## src/hdl/led_link_map.svh

```systemverilog
// Function
// Transition clear: linking with host request flips state
// Transition set, invert on: hold, touch toggles
// Transition set, invert off: hold, touch no change
// Software sets invert bit for breathe or pulse
// Transition bits at 0x77 and 0x78 layout
// Mirror bit references duty to 100 percent
// Polarity write updates mirror unless frozen
// Mirror bits at 0x79 and 0x7a layout
// Linked channel driven by its sensor touches
// Input-configured channel ignores its link bit
// Up/down link: up events actuate channel 10
// Up/down link: down events actuate channel 9
// Channels 9 and 10 never active together
// Unlinked channel follows host output request
// Linked channel actuates on touch, auto-enabled
// Link register: bits 0-6 sensors, bit 7 up/down
// Linked touch equals host request of one
// Source switch immediate, pulses finish first
// Unused bits ignore writes, read zero
`ifndef LED_LINK_MAP_SVH
`define LED_LINK_MAP_SVH
// ****************************************
// Register indices; the byte address is four times the index
// ****************************************
`define TRAN_A_IDX 8'h77
`define TRAN_B_IDX 8'h78
`define MIR_A_IDX 8'h79
`define MIR_B_IDX 8'h7a
`define LINK_IDX 8'h80
`define CFG_IDX 8'h84
`define POL_A_IDX 8'h85
`define POL_B_IDX 8'h86
`define STAT_A_IDX 8'h87
`define STAT_B_IDX 8'h88
// ****************************************
// Writable masks and reset values
// ****************************************
`define TRAN_A_MASK 8'h7f
`define TRAN_B_MASK 8'h03
`define MIR_A_MASK 8'hff
`define MIR_B_MASK 8'h07
`define LINK_MASK 8'hff
`define CFG_MASK 8'h03
`define POL_B_MASK 8'h07
`define STAT_B_MASK 8'h07
`define REG_RESET 8'h00
// ****************************************
// Field positions
// ****************************************
`define UPDOWN_BIT 7
`define CFG_INV_BIT 0
`define CFG_FREEZE_BIT 1
`define CH9 8
`define CH10 9
`endif

```

## src/hdl/led_link_pkg.sv

```systemverilog
// ****************************************
// Types for the linking block
// ****************************************
package led_link_pkg;
  // Behaviour field encodings
  typedef enum logic [1:0] {
    BEH_DIRECT = 2'h0,
    BEH_PULSE1 = 2'h1,
    BEH_PULSE2 = 2'h2,
    BEH_BREATHE = 2'h3
  } behaviour_t;
  // Sensor group events
  typedef struct packed {
    logic up_evt;
    logic down_evt;
  } group_evt_t;
  // AHB-Lite request bundle
  typedef struct packed {
    logic hsel;
    logic [31:0] haddr;
    logic [1:0] htrans;
    logic hwrite;
    logic [2:0] hsize;
    logic hready;
  } ahb_req_t;
  // Bus phase states, one-hot
  typedef enum logic [1:0] {
    PH_IDLE = 2'b01,
    PH_DATA = 2'b10
  } phase_t;
endpackage : led_link_pkg

```

## src/hdl/led_sensor_link_control.sv

```systemverilog
`include "led_link_map.svh"
`timescale 1ns/1ps
`default_nettype none
// ****************************************
// Sensor to output link control
// ****************************************
module led_sensor_link_control #(
  parameter int NCH = 11
) (
  input wire logic ref_clk_i,
  input wire logic arst_n_i,
  input wire led_link_pkg::ahb_req_t ahb_req_i,
  input wire logic [31:0] hwdata_i,
  output logic [31:0] hrdata_o,
  output logic hreadyout_o,
  output logic hresp_o,
  input wire logic [6:0] touch_i,
  input wire led_link_pkg::group_evt_t group_evt_i,
  input wire logic group_release_i,
  input wire logic [10:0] host_output_request_i,
  input wire logic [21:0] behaviour_select_field_i,
  input wire logic [10:0] pin_is_input_i,
  input wire logic [10:0] pulse_busy_i,
  output logic [10:0] actuate_o,
  output logic [10:0] output_enable_o,
  output logic [10:0] duty_reference_flip_o,
  output logic [10:0] output_polarity_bit_o
);
  // ****************************************
  // Register storage
  // ****************************************
  logic [7:0] link_transition_ctrl_a; // Transition select, ch1-7
  logic [7:0] link_transition_ctrl_b; // Transition select, ch9-10
  logic [7:0] duty_mirror_ctrl_a; // Mirror, ch1-8
  logic [7:0] duty_mirror_ctrl_b; // Mirror, ch9-11
  logic [7:0] sensor_output_linking; // Link bits
  logic [7:0] link_cfg; // Invert and freeze bits
  logic [7:0] polarity_a; // Polarity ch1-8
  logic [7:0] polarity_b; // Polarity ch9-11
  led_link_pkg::phase_t phase; // Bus phase
  logic [7:0] wr_idx; // Latched write index
  logic [10:0] linked_d; // Link state last cycle
  logic [10:0] flip; // Per-channel toggle state
  logic [10:0] linked; // Effective link per channel
  logic [10:0] link_rise; // Channel just became linked
  logic [10:0] touch_ch; // Touch per channel
  logic [10:0] touch_d; // Touch last cycle
  logic [10:0] cmd; // Source command per channel
  logic [10:0] held; // Held actuation during pulses
  logic [10:0] hold_now; // Host state held, linking cycle included
  logic [10:0] next_act; // Next actuation
  logic [1:0] grp; // Latched group state, ch9 bit0
  logic [10:0] tran_sel; // Transition select per channel
  logic [10:0] pol_w; // Polarity write strobes
  logic [10:0] pol_new; // Written polarity values
  logic inv_global; // inverted_link_change_global
  logic freeze_auto_flip; // Blocks mirror auto update
  logic wr_en; // Data-phase write strobe
  // Word index from a byte address
  function automatic logic [7:0] word_idx(input logic [31:0] a);
    word_idx = a[9:2];
  endfunction : word_idx
  // Pack one register byte with reserved bits forced low
  function automatic logic [7:0] masked(input logic [7:0] d, input logic [7:0] m);
    masked = d & m;
  endfunction : masked

  assign inv_global = link_cfg[`CFG_INV_BIT];
  assign freeze_auto_flip = link_cfg[`CFG_FREEZE_BIT];
  assign hreadyout_o = 1'b1; // Zero wait states
  assign hresp_o = 1'b0; // Always OKAY
  assign wr_en = (phase == led_link_pkg::PH_DATA);

  // ****************************************
  // AHB address phase capture
  // ****************************************
  always_ff @(posedge ref_clk_i or negedge arst_n_i)
  begin
    if (!arst_n_i)
    begin
      phase <= led_link_pkg::PH_IDLE;
      wr_idx <= 8'h00;
    end
    else if (ahb_req_i.hready)
    begin
      // Only selected writes open a write data phase
      if (ahb_req_i.hsel && ahb_req_i.htrans[1] && ahb_req_i.hwrite)
      begin
        phase <= led_link_pkg::PH_DATA;
        wr_idx <= word_idx(ahb_req_i.haddr);
      end
      else
      begin
        phase <= led_link_pkg::PH_IDLE;
      end
    end
  end

  // ****************************************
  // Read data, registered off the address phase
  // ****************************************
  always_ff @(posedge ref_clk_i or negedge arst_n_i)
  begin
    if (!arst_n_i)
    begin
      hrdata_o <= 32'h00000000;
    end
    else if (ahb_req_i.hready && ahb_req_i.hsel && ahb_req_i.htrans[1] && !ahb_req_i.hwrite)
    begin
      // Unmapped words read as zero
      case (word_idx(ahb_req_i.haddr))
        `TRAN_A_IDX: hrdata_o <= {24'h000000, link_transition_ctrl_a};
        `TRAN_B_IDX: hrdata_o <= {24'h000000, link_transition_ctrl_b};
        `MIR_A_IDX: hrdata_o <= {24'h000000, duty_mirror_ctrl_a};
        `MIR_B_IDX: hrdata_o <= {24'h000000, duty_mirror_ctrl_b};
        `LINK_IDX: hrdata_o <= {24'h000000, sensor_output_linking};
        `CFG_IDX: hrdata_o <= {24'h000000, link_cfg};
        `POL_A_IDX: hrdata_o <= {24'h000000, polarity_a};
        `POL_B_IDX: hrdata_o <= {24'h000000, polarity_b};
        `STAT_A_IDX: hrdata_o <= {24'h000000, actuate_o[7:0]};
        `STAT_B_IDX: hrdata_o <= {24'h000000, masked({5'h00, actuate_o[10:8]}, `STAT_B_MASK)};
        default: hrdata_o <= 32'h00000000;
      endcase
    end
  end

  // ****************************************
  // Plain control registers
  // ****************************************
  always_ff @(posedge ref_clk_i or negedge arst_n_i)
  begin
    if (!arst_n_i)
    begin
      link_transition_ctrl_a <= `REG_RESET;
      link_transition_ctrl_b <= `REG_RESET;
      sensor_output_linking <= `REG_RESET;
      link_cfg <= `REG_RESET;
      polarity_a <= `REG_RESET;
      polarity_b <= `REG_RESET;
    end
    else if (wr_en)
    begin
      case (wr_idx)
        `TRAN_A_IDX: link_transition_ctrl_a <= masked(hwdata_i[7:0], `TRAN_A_MASK);
        `TRAN_B_IDX: link_transition_ctrl_b <= masked(hwdata_i[7:0], `TRAN_B_MASK);
        `LINK_IDX: sensor_output_linking <= masked(hwdata_i[7:0], `LINK_MASK);
        `CFG_IDX: link_cfg <= masked(hwdata_i[7:0], `CFG_MASK);
        `POL_A_IDX: polarity_a <= hwdata_i[7:0];
        `POL_B_IDX: polarity_b <= masked(hwdata_i[7:0], `POL_B_MASK);
        default: ;
      endcase
    end
  end

  // Polarity write strobes, only changed bits count
  always_comb
  begin
    pol_w = 11'h000;
    pol_new = {polarity_b[2:0], polarity_a};
    if (wr_en && wr_idx == `POL_A_IDX)
    begin
      pol_new[7:0] = hwdata_i[7:0];
      pol_w[7:0] = hwdata_i[7:0] ^ polarity_a;
    end
    else if (wr_en && wr_idx == `POL_B_IDX)
    begin
      pol_new[10:8] = hwdata_i[2:0];
      pol_w[10:8] = hwdata_i[2:0] ^ polarity_b[2:0];
    end
  end

  // ****************************************
  // Mirror registers with polarity tracking
  // ****************************************
  always_ff @(posedge ref_clk_i or negedge arst_n_i)
  begin
    if (!arst_n_i)
    begin
      duty_mirror_ctrl_a <= `REG_RESET;
      duty_mirror_ctrl_b <= `REG_RESET;
    end
    else if (wr_en && wr_idx == `MIR_A_IDX)
    begin
      duty_mirror_ctrl_a <= masked(hwdata_i[7:0], `MIR_A_MASK);
    end
    else if (wr_en && wr_idx == `MIR_B_IDX)
    begin
      duty_mirror_ctrl_b <= masked(hwdata_i[7:0], `MIR_B_MASK);
    end
    else if (!freeze_auto_flip)
    begin
      // Changed polarity copies into mirror
      for (int i = 0; i < 8; i++)
        if (pol_w[i])
          duty_mirror_ctrl_a[i] <= pol_new[i];
      for (int i = 0; i < 3; i++)
        if (pol_w[8+i])
          duty_mirror_ctrl_b[i] <= pol_new[8+i];
    end
  end

  // Mirror passes out to the duty engine
  assign duty_reference_flip_o = {duty_mirror_ctrl_b[2:0], duty_mirror_ctrl_a};
  assign output_polarity_bit_o = {polarity_b[2:0], polarity_a};

  // ****************************************
  // Per-channel link decode
  // ****************************************
  always_comb
  begin
    linked = 11'h000;
    touch_ch = 11'h000;
    tran_sel = 11'h000;
    linked[6:0] = sensor_output_linking[6:0];
    linked[`CH9] = sensor_output_linking[`UPDOWN_BIT];
    linked[`CH10] = sensor_output_linking[`UPDOWN_BIT];
    linked = linked & ~pin_is_input_i;
    touch_ch[6:0] = touch_i;
    touch_ch[`CH9] = grp[0];
    touch_ch[`CH10] = grp[1];
    tran_sel[6:0] = link_transition_ctrl_a[6:0];
    tran_sel[`CH9] = link_transition_ctrl_b[0];
    tran_sel[`CH10] = link_transition_ctrl_b[1];
  end
  assign link_rise = linked & ~linked_d;

  // ****************************************
  // Group events: last one wins, release clears
  // ****************************************
  always_ff @(posedge ref_clk_i or negedge arst_n_i)
  begin
    if (!arst_n_i)
    begin
      grp <= 2'b00;
    end
    else if (group_evt_i.up_evt)
    begin
      grp <= 2'b10; // Up forces channel 9 off
    end
    else if (group_evt_i.down_evt)
    begin
      grp <= 2'b01; // Down forces channel 10 off
    end
    else if (group_release_i)
    begin
      grp <= 2'b00;
    end
  end

  // ****************************************
  // Transition toggle state per channel
  // ****************************************
  always_ff @(posedge ref_clk_i or negedge arst_n_i)
  begin
    if (!arst_n_i)
    begin
      flip <= 11'h000;
      linked_d <= 11'h000;
      touch_d <= 11'h000;
    end
    else
    begin
      linked_d <= linked;
      touch_d <= touch_ch;
      for (int i = 0; i < NCH; i++)
      begin
        if (!linked[i])
          flip[i] <= 1'b0;
        else if (link_rise[i] && tran_sel[i] && host_output_request_i[i] && !touch_ch[i])
          flip[i] <= 1'b1; // Keep the host state across linking
        else if (flip[i] && !inv_global && touch_ch[i] && !touch_d[i])
          flip[i] <= 1'b0; // No change seen on this touch
      end
    end
  end

  // ****************************************
  // Hold of the host state across linking
  // ****************************************
  // Covers the linking cycle too, so the output never dips for one cycle
  always_comb
  begin
    hold_now = 11'h000;
    for (int i = 0; i < NCH; i++)
    begin
      hold_now[i] = flip[i] || (link_rise[i] && tran_sel[i] && host_output_request_i[i]
        && !touch_ch[i]);
    end
  end

  // Command source: touch mimics host bit
  always_comb
  begin
    cmd = 11'h000;
    for (int i = 0; i < NCH; i++)
    begin
      if (!linked[i])
        cmd[i] = host_output_request_i[i];
      else if (hold_now[i] && !inv_global)
        cmd[i] = 1'b1; // Held state survives the first touch
      else
        cmd[i] = touch_ch[i] ^ hold_now[i];
    end
    // Clear transition: plain touch, so linking drops host state
  end

  // ****************************************
  // Actuation with pulse completion
  // ****************************************
  always_comb
  begin
    led_link_pkg::behaviour_t b; // Behaviour of the channel in hand
    b = led_link_pkg::BEH_DIRECT;
    next_act = 11'h000;
    for (int i = 0; i < NCH; i++)
    begin
      b = led_link_pkg::behaviour_t'(behaviour_select_field_i[2*i +: 2]);
      if ((b == led_link_pkg::BEH_PULSE1 || b == led_link_pkg::BEH_PULSE2) && pulse_busy_i[i])
        next_act[i] = held[i]; // Pulse finishes before source change
      else
        next_act[i] = cmd[i]; // Direct and breathe follow at once
    end
    if (next_act[`CH9] && next_act[`CH10])
      next_act[`CH9] = 1'b0; // Exclusive pair
  end

  // Registered actuation; input pins never actuate
  always_ff @(posedge ref_clk_i or negedge arst_n_i)
  begin
    if (!arst_n_i)
    begin
      held <= 11'h000;
      actuate_o <= 11'h000;
      output_enable_o <= 11'h000;
    end
    else
    begin
      held <= next_act;
      actuate_o <= next_act & ~pin_is_input_i;
      output_enable_o <= linked; // Linked outputs auto-enabled
    end
  end
endmodule : led_sensor_link_control
`default_nettype wire

```

## config.mk

```make
export PLATFORM = sky130hd
export DESIGN_NAME = led_sensor_link_control
export DESIGN_NICKNAME = d
export VERILOG_FILES = /design/src/hdl/led_link_pkg.sv /design/src/hdl/led_sensor_link_control.sv
export VERILOG_INCLUDE_DIRS = /design/src /design/src/hdl
export SDC_FILE = /design/constraint.sdc
export NUM_CORES = 1
export LEC_CHECK = 0
export ABC_AREA = 1
export ABC_CLOCK_PERIOD_IN_PS = 4000
export BUFFER_PORTS_ARGS = -buffer_cell sky130_fd_sc_hd__buf_2
export CAP_MARGIN = 15
export CORE_MARGIN = 3
export CORE_UTILIZATION = 30
export CTS_BUF_LIST = sky130_fd_sc_hd__clkbuf_2
export CTS_CLUSTER_SIZE = 8
export DETAILED_ROUTE_END_ITERATION = 10
export PLACE_DENSITY_LB_ADDON = 0.3
export SLEW_MARGIN = 20
export SYNTH_ARGS = -nofsm -noshare
export SYNTH_HDL_FRONTEND = slang
export SYNTH_SLANG_ARGS = --single-unit
```

## constraint.sdc

```tcl
create_clock -name ref_clk_i -period 4 [get_ports ref_clk_i]
set_clock_uncertainty 0.05 [all_clocks]
set_input_delay 0.6 -clock ref_clk_i [delete_from_list [all_inputs] [get_ports ref_clk_i]]
set_output_delay 0.6 -clock ref_clk_i [all_outputs]
set_load 0.01 [all_outputs]
```

==> reports/results.txt, run 1 <==
PD cells - 294 nW/um^2
Worst Hold End - phase[1]
DRT antenna net count - 0
Leakage - 3.94 nW
First-pass GRT wire length - 27.7 mm
DIE AREA - 21,100 sq um
Fin Setup TNS - 0 ps
Initial core utilization - 0.308
Post-synth top flop - dfrtp_1
Root buf cell - clkbuf_2
# H-tree levels - 3
Sum of buffers and inverters on the critical path - 4
Die Ht - 145 um
RR Startpoint - phase[0]
Drt via density - 4.56
Final Cycle Share - 0.570
Hold Crit Start - ahb_req_i[0]
Area post-placement - 6710 sq um
CTS buffer count - 9
Clk_lat worst skew - 630 ps
Final Hold Fails - 0
Final Wtd Congestion - 0.848
Dpl cells - 1,158
Vias in the first global route - 5,163
Startpoint Class - register
Initial antenna violation count - 2
Chip Width - 145 um
Final cell count without fillers - 1,196
DRC Markers - 0
Worst vdd ir - 0.180 mV
I/O Buffers - 136
Post-CTS setup buffer count - 0
Max Buffers Root-to-Sink - 2
Reg2Reg Depth - 10
Drt initial violations - 335
Crit end category - register
Crit Path Category - reg2reg
Max frequency - 0.439 GHz
Routing usage on met2 - 0.258
Number of synthesized register bits - 110
Outcome - finished, final reports clean
DR vias - 5,453
CP delay by family, top - buffers and inverters
Relative slew margins - 0.380
Worst path arrival time - 2780 ps
Worst-path maximum fanout - 21
Post-layout util - 0.371
Drt first pass iters - 5
Max cap viols - 0
Final hold slack - 116 ps
Sink Count - 110
CP max-delay cell - dfstp_2
Largest net degree at the start of global routing - 68
Slew of the pin with the lowest slew margin - 929 ps
Critical path required time - 4500 ps
Number of synthesis warnings - 0
GR Layer Usage met1 - 0.225
Synth async-reset ratio - 1.00
Max Slew Vio Count - 0
Worst Setup SP - phase[0]
Crit-path most repeated cell - nand2_1
CP peak stage delay - 590 ps
# nets final - 1,068
Min-delay worst type - in2reg
Crit path cell chain - inv_1, nand2_2, clkinv_1, nand3_1, buf_4, inv_1, nand2_1, nand2_1, nand2_1, nand2_1
Post-synth EDFFs - 0
Mapped Cells - 773
Drt total wl - 17.2 mm
Worst-path clk slew - 270 ps
CTS tree - yes
Core ar. - 18,900 sq um
Proportion of layout cells with a drive suffix above 1 - 0.179
Global route overflow - 0
Met3 Usage GRT - 0.0540
Sequential share of the synthesized area - 0.473
Setup WS post-layout - 1720 ps
RSZ-0062 raised after global routing - false
Fill cell count - 2,048
Design area - 7020 sq um
Min Tclk post-route - 2280 ps
Num rows - 50
WL/cell - 14.3 um
GR Util All Layers - 0.166
Pre-CTS setup slack - 1600 ps
Mapped Avg Cell Area - 7.53 sq um
Synth cell types - 29
Final HPWL DP - 12.8 mm
Overall Power - 2.06 mW
Busiest grt layer - met2
# IOs - 217
Setup violations, final - 0
Synth-to-layout area growth - 20.5%
Reg-to-reg slack, setup - 1720 ps
R2R Path End - duty_mirror_ctrl_a[6]
Cells on Worst Hold Path - 2
Synthesized area - 5820 sq um
==> report_power, final <==
part / switching [mW] / internal (mW)
registers: 0.0502 / 1.18
clock network: 0.373 / 0.140
logic: 0.200 / 0.121
total: 0.623 / 1.44
==> placed cells by master, fill, tap and decap left out, types with 3 or more instances in the layout <==
cell and count:
nand2_1 211, dlygate4sd3_1 20, and2_1 10, xor2_1 13
or2_2 3, clkinv_2 3, dfrtp_1 109, o21ai_0 69
clkinv_1 3, o211ai_1 8, inv_1 86, buf_4 6
conb_1 28, buf_2 135, clkbuf_2 10, nor2_1 83
nand3_1 74, nand4_1 13, a21oi_1 25, o21a_1 7
nand3b_1 3
==> cell type report <==
type,count,area [sq um],share of cell area
flip-flops and latches,110,2750,0.392
inverters,88,330,0.0471
well taps,260,325,0.0464
diodes,2,5.00,0.000713
clock inverters,6,52.6,0.00749
multi-input cells,558,2560,0.365
clock buffers,10,50.0,0.00713
repair buffers,162,941,0.134
==> logic make-up (layout without fill, tap and decap cells) <==
kind of cell | count (synthesis) | count (layout) | synth area share
AOI/OAI and AO/OA | 113 | 113 | 0.106
xor gates and xnor gates | 13 | 13 | 0.0196
buffers and inverters | 131 | 266 | 0.104
DFF | 110 | 110 | 0.473
other | 2 | 30 | 0.00129
and+or+nand+nor | 404 | 404 | 0.296
==> layer usage <==
metal,share of wire,vias to the layer above
met3,0.077,21
met4,0.014,4
met2,0.45,187
li1,-,2740
met1,0.45,2501
met5,0.0012,-
==> registers in the layout, indices dropped and copies added, names as in the netlist <==
signal,cells
polarity_b,3
output_enable_o,9
link_cfg,2
grp,2
sensor_output_linking,8
wr_idx,8
polarity_a,8
flip,9
duty_mirror_ctrl_b,3
link_transition_ctrl_b,2
link_transition_ctrl_a,7
hrdata_o,8
duty_mirror_ctrl_a,8
held,11
phase,2
touch_d,9
actuate_o,11
==> cells in the mapped netlist (10+ instances only) <==
cell,number,area share
and2_1,10,0.011
nand3_1,74,0.064
xor2_1,13,0.020
buf_4,29,0.037
nor2_1,83,0.054
o21ai_0,69,0.059
nand4_1,13,0.014
inv_1,86,0.055
nand2_1,211,0.14
a21oi_1,25,0.021
dfrtp_1,109,0.47
==> how the worst max path moves through the flow <==
stage / to / slack [ps] / cells past startpoint
finish: duty_mirror_ctrl_a[6] / 1720 / 10
floorplan: hrdata_o[0] / 2380 / 11
detailed placement: hrdata_o[7] / 1600 / 8
global route: sensor_output_linking[7] / 1400 / 5
global placement: hrdata_o[7] / 1560 / 8
CTS: sensor_output_linking[7] / 1690 / 5
==> repair_timing <==
item / CTS / global route
resized for setup: 0 / 0
setup endpoints to repair: 0 / 0
endpoints found under the hold margin: 85 / 0
hold buffers: 20 / 0
Note: power is estimated with default switching activity, not from simulation.
==> inputs of run 2 (changes only) <==
ABC_CLOCK_PERIOD_IN_PS = 2000   (was 4000)
clock period = 2 ns   (was 4 ns; I/O delays follow)
==> reports/results.txt, run 2 (synthesized netlist as in run 1, its figures left out) <==
Outcome - finished, final reports clean (unchanged)
Largest net degree at the start of global routing - 38 (was 68)
Setup WS post-layout - 13.1 ps (was 1720 ps)
CP peak stage delay - 560 ps (was 590 ps)
DRC Markers - 0 (unchanged)
Area post-placement - 6880 sq um (was 6710 sq um)
Setup violations, final - 0 (unchanged)
Commonest non-fill, non-tap cell in the layout - nand2_1 (unchanged)
R2R Path End - actuate_o[3] (was duty_mirror_ctrl_a[6])
Crit path cell chain - dlygate4sd3_1, buf_2, o21ai_0, a21oi_1, nand2_1, dlygate4sd3_1, nand2_1, nor2_1, dlygate4sd3_1 (was inv_1, nand2_2, clkinv_1, nand3_1, buf_4, inv_1, nand2_1, nand2_1, nand2_1, nand2_1)
Worst path arrival time - 2520 ps (was 2780 ps)
# nets final - 1,159 (was 1,068)
Pint - 2.90 mW (was 1.44 mW)
Sink Count - 110 (unchanged)
Core ar. - 18,900 sq um (unchanged)
# H-tree levels - 3 (unchanged)
CP delay by family, top - buffers and inverters (unchanged)
DIE AREA - 21,100 sq um (unchanged)
Min-delay worst type - in2async (was in2reg)
Post-layout util - 0.417 (was 0.371)
Drt first pass iters - 5 (unchanged)
Largest registers - actuate_o: 11 flops, held: 11 flops (unchanged)
Chip Width - 145 um (unchanged)
Slew of the pin with the lowest slew margin - 510 ps (was 929 ps)
CP max-delay cell - dlygate4sd3_1 (was dfstp_2)
Sum of buffers and inverters on the critical path - 4 (unchanged)
Max Slew Vio Count - 0 (unchanged)
Reg-to-reg slack, setup - 110 ps (was 1720 ps)
Clock power share - 0.219 (was 0.248)
Die Ht - 145 um (unchanged)
Final Wtd Congestion - 0.895 (was 0.848)
DRT antenna net count - 0 (unchanged)
Initial core utilization - 0.308 (unchanged)
Relative slew margins - 0.660 (was 0.380)
Drt via density - 4.51 (was 4.56)
DR vias - 5,801 (was 5,453)
Initial antenna violation count - 1 (was 2)
Reg2Reg Depth - 7 (was 10)
CTS tree - yes (unchanged)
Startpoint Class - input port (was register)
Final cell count without fillers - 1,286 (was 1,196)
RR Startpoint - link_cfg[0] (was phase[0])
Pre-CTS setup slack - 280 ps (was 1600 ps)
Max cap viols - 0 (unchanged)
Overall Power - 4.18 mW (was 2.06 mW)
Crit end category - register (unchanged)
GR Util All Layers - 0.173 (was 0.166)
Final Cycle Share - 0.993
Max Buffers Root-to-Sink - 2 (unchanged)
Root buf cell - clkbuf_2 (unchanged)
Switching Power - 1.28 mW (was 0.623 mW)
Global route overflow - 0 (unchanged)
Switching part of the total - 0.306 (was 0.302)
Leakage - 4.33 nW (was 3.94 nW)
Clk_lat worst skew - 630 ps (about the same)
Fin Setup TNS - 0 ps (unchanged)
Drt total wl - 18.1 mm (was 17.2 mm)
Proportion of layout cells with a drive suffix above 1 - 0.187 (was 0.179)
Dpl cells - 1,179 (was 1,158)
Commonest non-fill, non-tap cells in the layout - 211 x nand2_1, 135 x buf_2, 109 x dfrtp_1 (unchanged)
Worst vdd ir - 0.298 mV (was 0.180 mV)
Post-CTS setup buffer count - 0 (unchanged)
Num rows - 50 (unchanged)
Vias in the first global route - 5,667 (was 5,163)
Critical path required time - 2530 ps (was 4500 ps)
Synth-to-layout area growth - 35.3% (was 20.5%)
Worst-path maximum fanout - 2 (was 21)
Min Tclk post-route - 1990 ps
Worst-path clk slew - 300 ps (was 270 ps)
I/O Buffers - 136 (unchanged)
Sequential power share - 0.587 (was 0.596)
First-pass GRT wire length - 29.4 mm (was 27.7 mm)
Final hold slack - 72.5 ps (was 116 ps)
Final HPWL DP - 13.2 mm (was 12.8 mm)
RSZ-0062 raised after global routing - false (unchanged)
Crit Path Category - in2reg (was reg2reg)
PD cells - 531 nW/um^2 (was 294 nW/um^2)
CTS buffer count - 9 (unchanged)
Drt initial violations - 330 (was 335)
Final Hold Fails - 0 (unchanged)
# IOs - 217 (unchanged)
WL/cell - 14.1 um (was 14.3 um)
Crit-path most repeated cell - dlygate4sd3_1 (was nand2_1)
Comb power frac - 0.194 (was 0.156)
Design area - 7880 sq um (was 7020 sq um)
Max frequency - 0.503 GHz
==> run 2: worst reg2reg max path, stage by stage, from the launching register on <==
cell and delay (ps):
dfrtp_1 630, buf_4 260, nand3_1 90, nand2_1 70
nand2_1 50, nand2_1 80, nor2_1 40, dlygate4sd3_1 550
==> run 2: worst max-delay path by stage <==
stage / start / endpoint / slack, ps / depth (start not counted)
after global routing: link_cfg[0] / held[3] / 2 / 7
after floorplan: phase[0] / duty_mirror_ctrl_a[0] / 430 / 8
after detailed placement: wr_idx[1] / duty_mirror_ctrl_a[4] / 280 / 9
after global placement: wr_idx[1] / duty_mirror_ctrl_a[4] / 260 / 9
final: behaviour_select_field_i[7] / actuate_o[3] / 10 / 9
after CTS: sensor_output_linking[7] / actuate_o[9] / 90 / 9
==> run 2: layer usage <==
layer / track usage / routed length (um) / vias up
met1: 0.232 / 8070 / 2678
li1: - / - / 2911
met4: 0.0518 / 379 / 0
met2: 0.274 / 8360 / 185
met5: 0 / 0 / -
met3: 0.0500 / 1300 / 27
==> run 2: cell type report <==
type	instances	area [sq um]
Antenna cell	1	2.50
Multi-Input combinational cell	558	2570
Fill cell	1975	11000
Sequential cell	110	2750
Clock buffer	12	60.1
Clock inverter	4	23.8
Tap cell	260	325
Timing Repair Buffer	253	1810
Inverter	88	330
==> run 2: timing repair <==
action	CTS	global route
hold buffers	90	1
endpoints found under the hold margin	201	1
setup endpoints to repair	0	9
resized for setup	0	4
==> run 2: power by group through the flow <==
stage	registers, mW	clock network, mW	logic, mW
4_1_cts	2.46	0.973	0.804
3_5_place_dp	2.49	0	0.643
3_3_place_gp	2.49	0	0.632
6_report	2.46	0.918	0.811
2_1_floorplan	2.48	0	0.369
5_1_grt	2.47	1.07	0.916
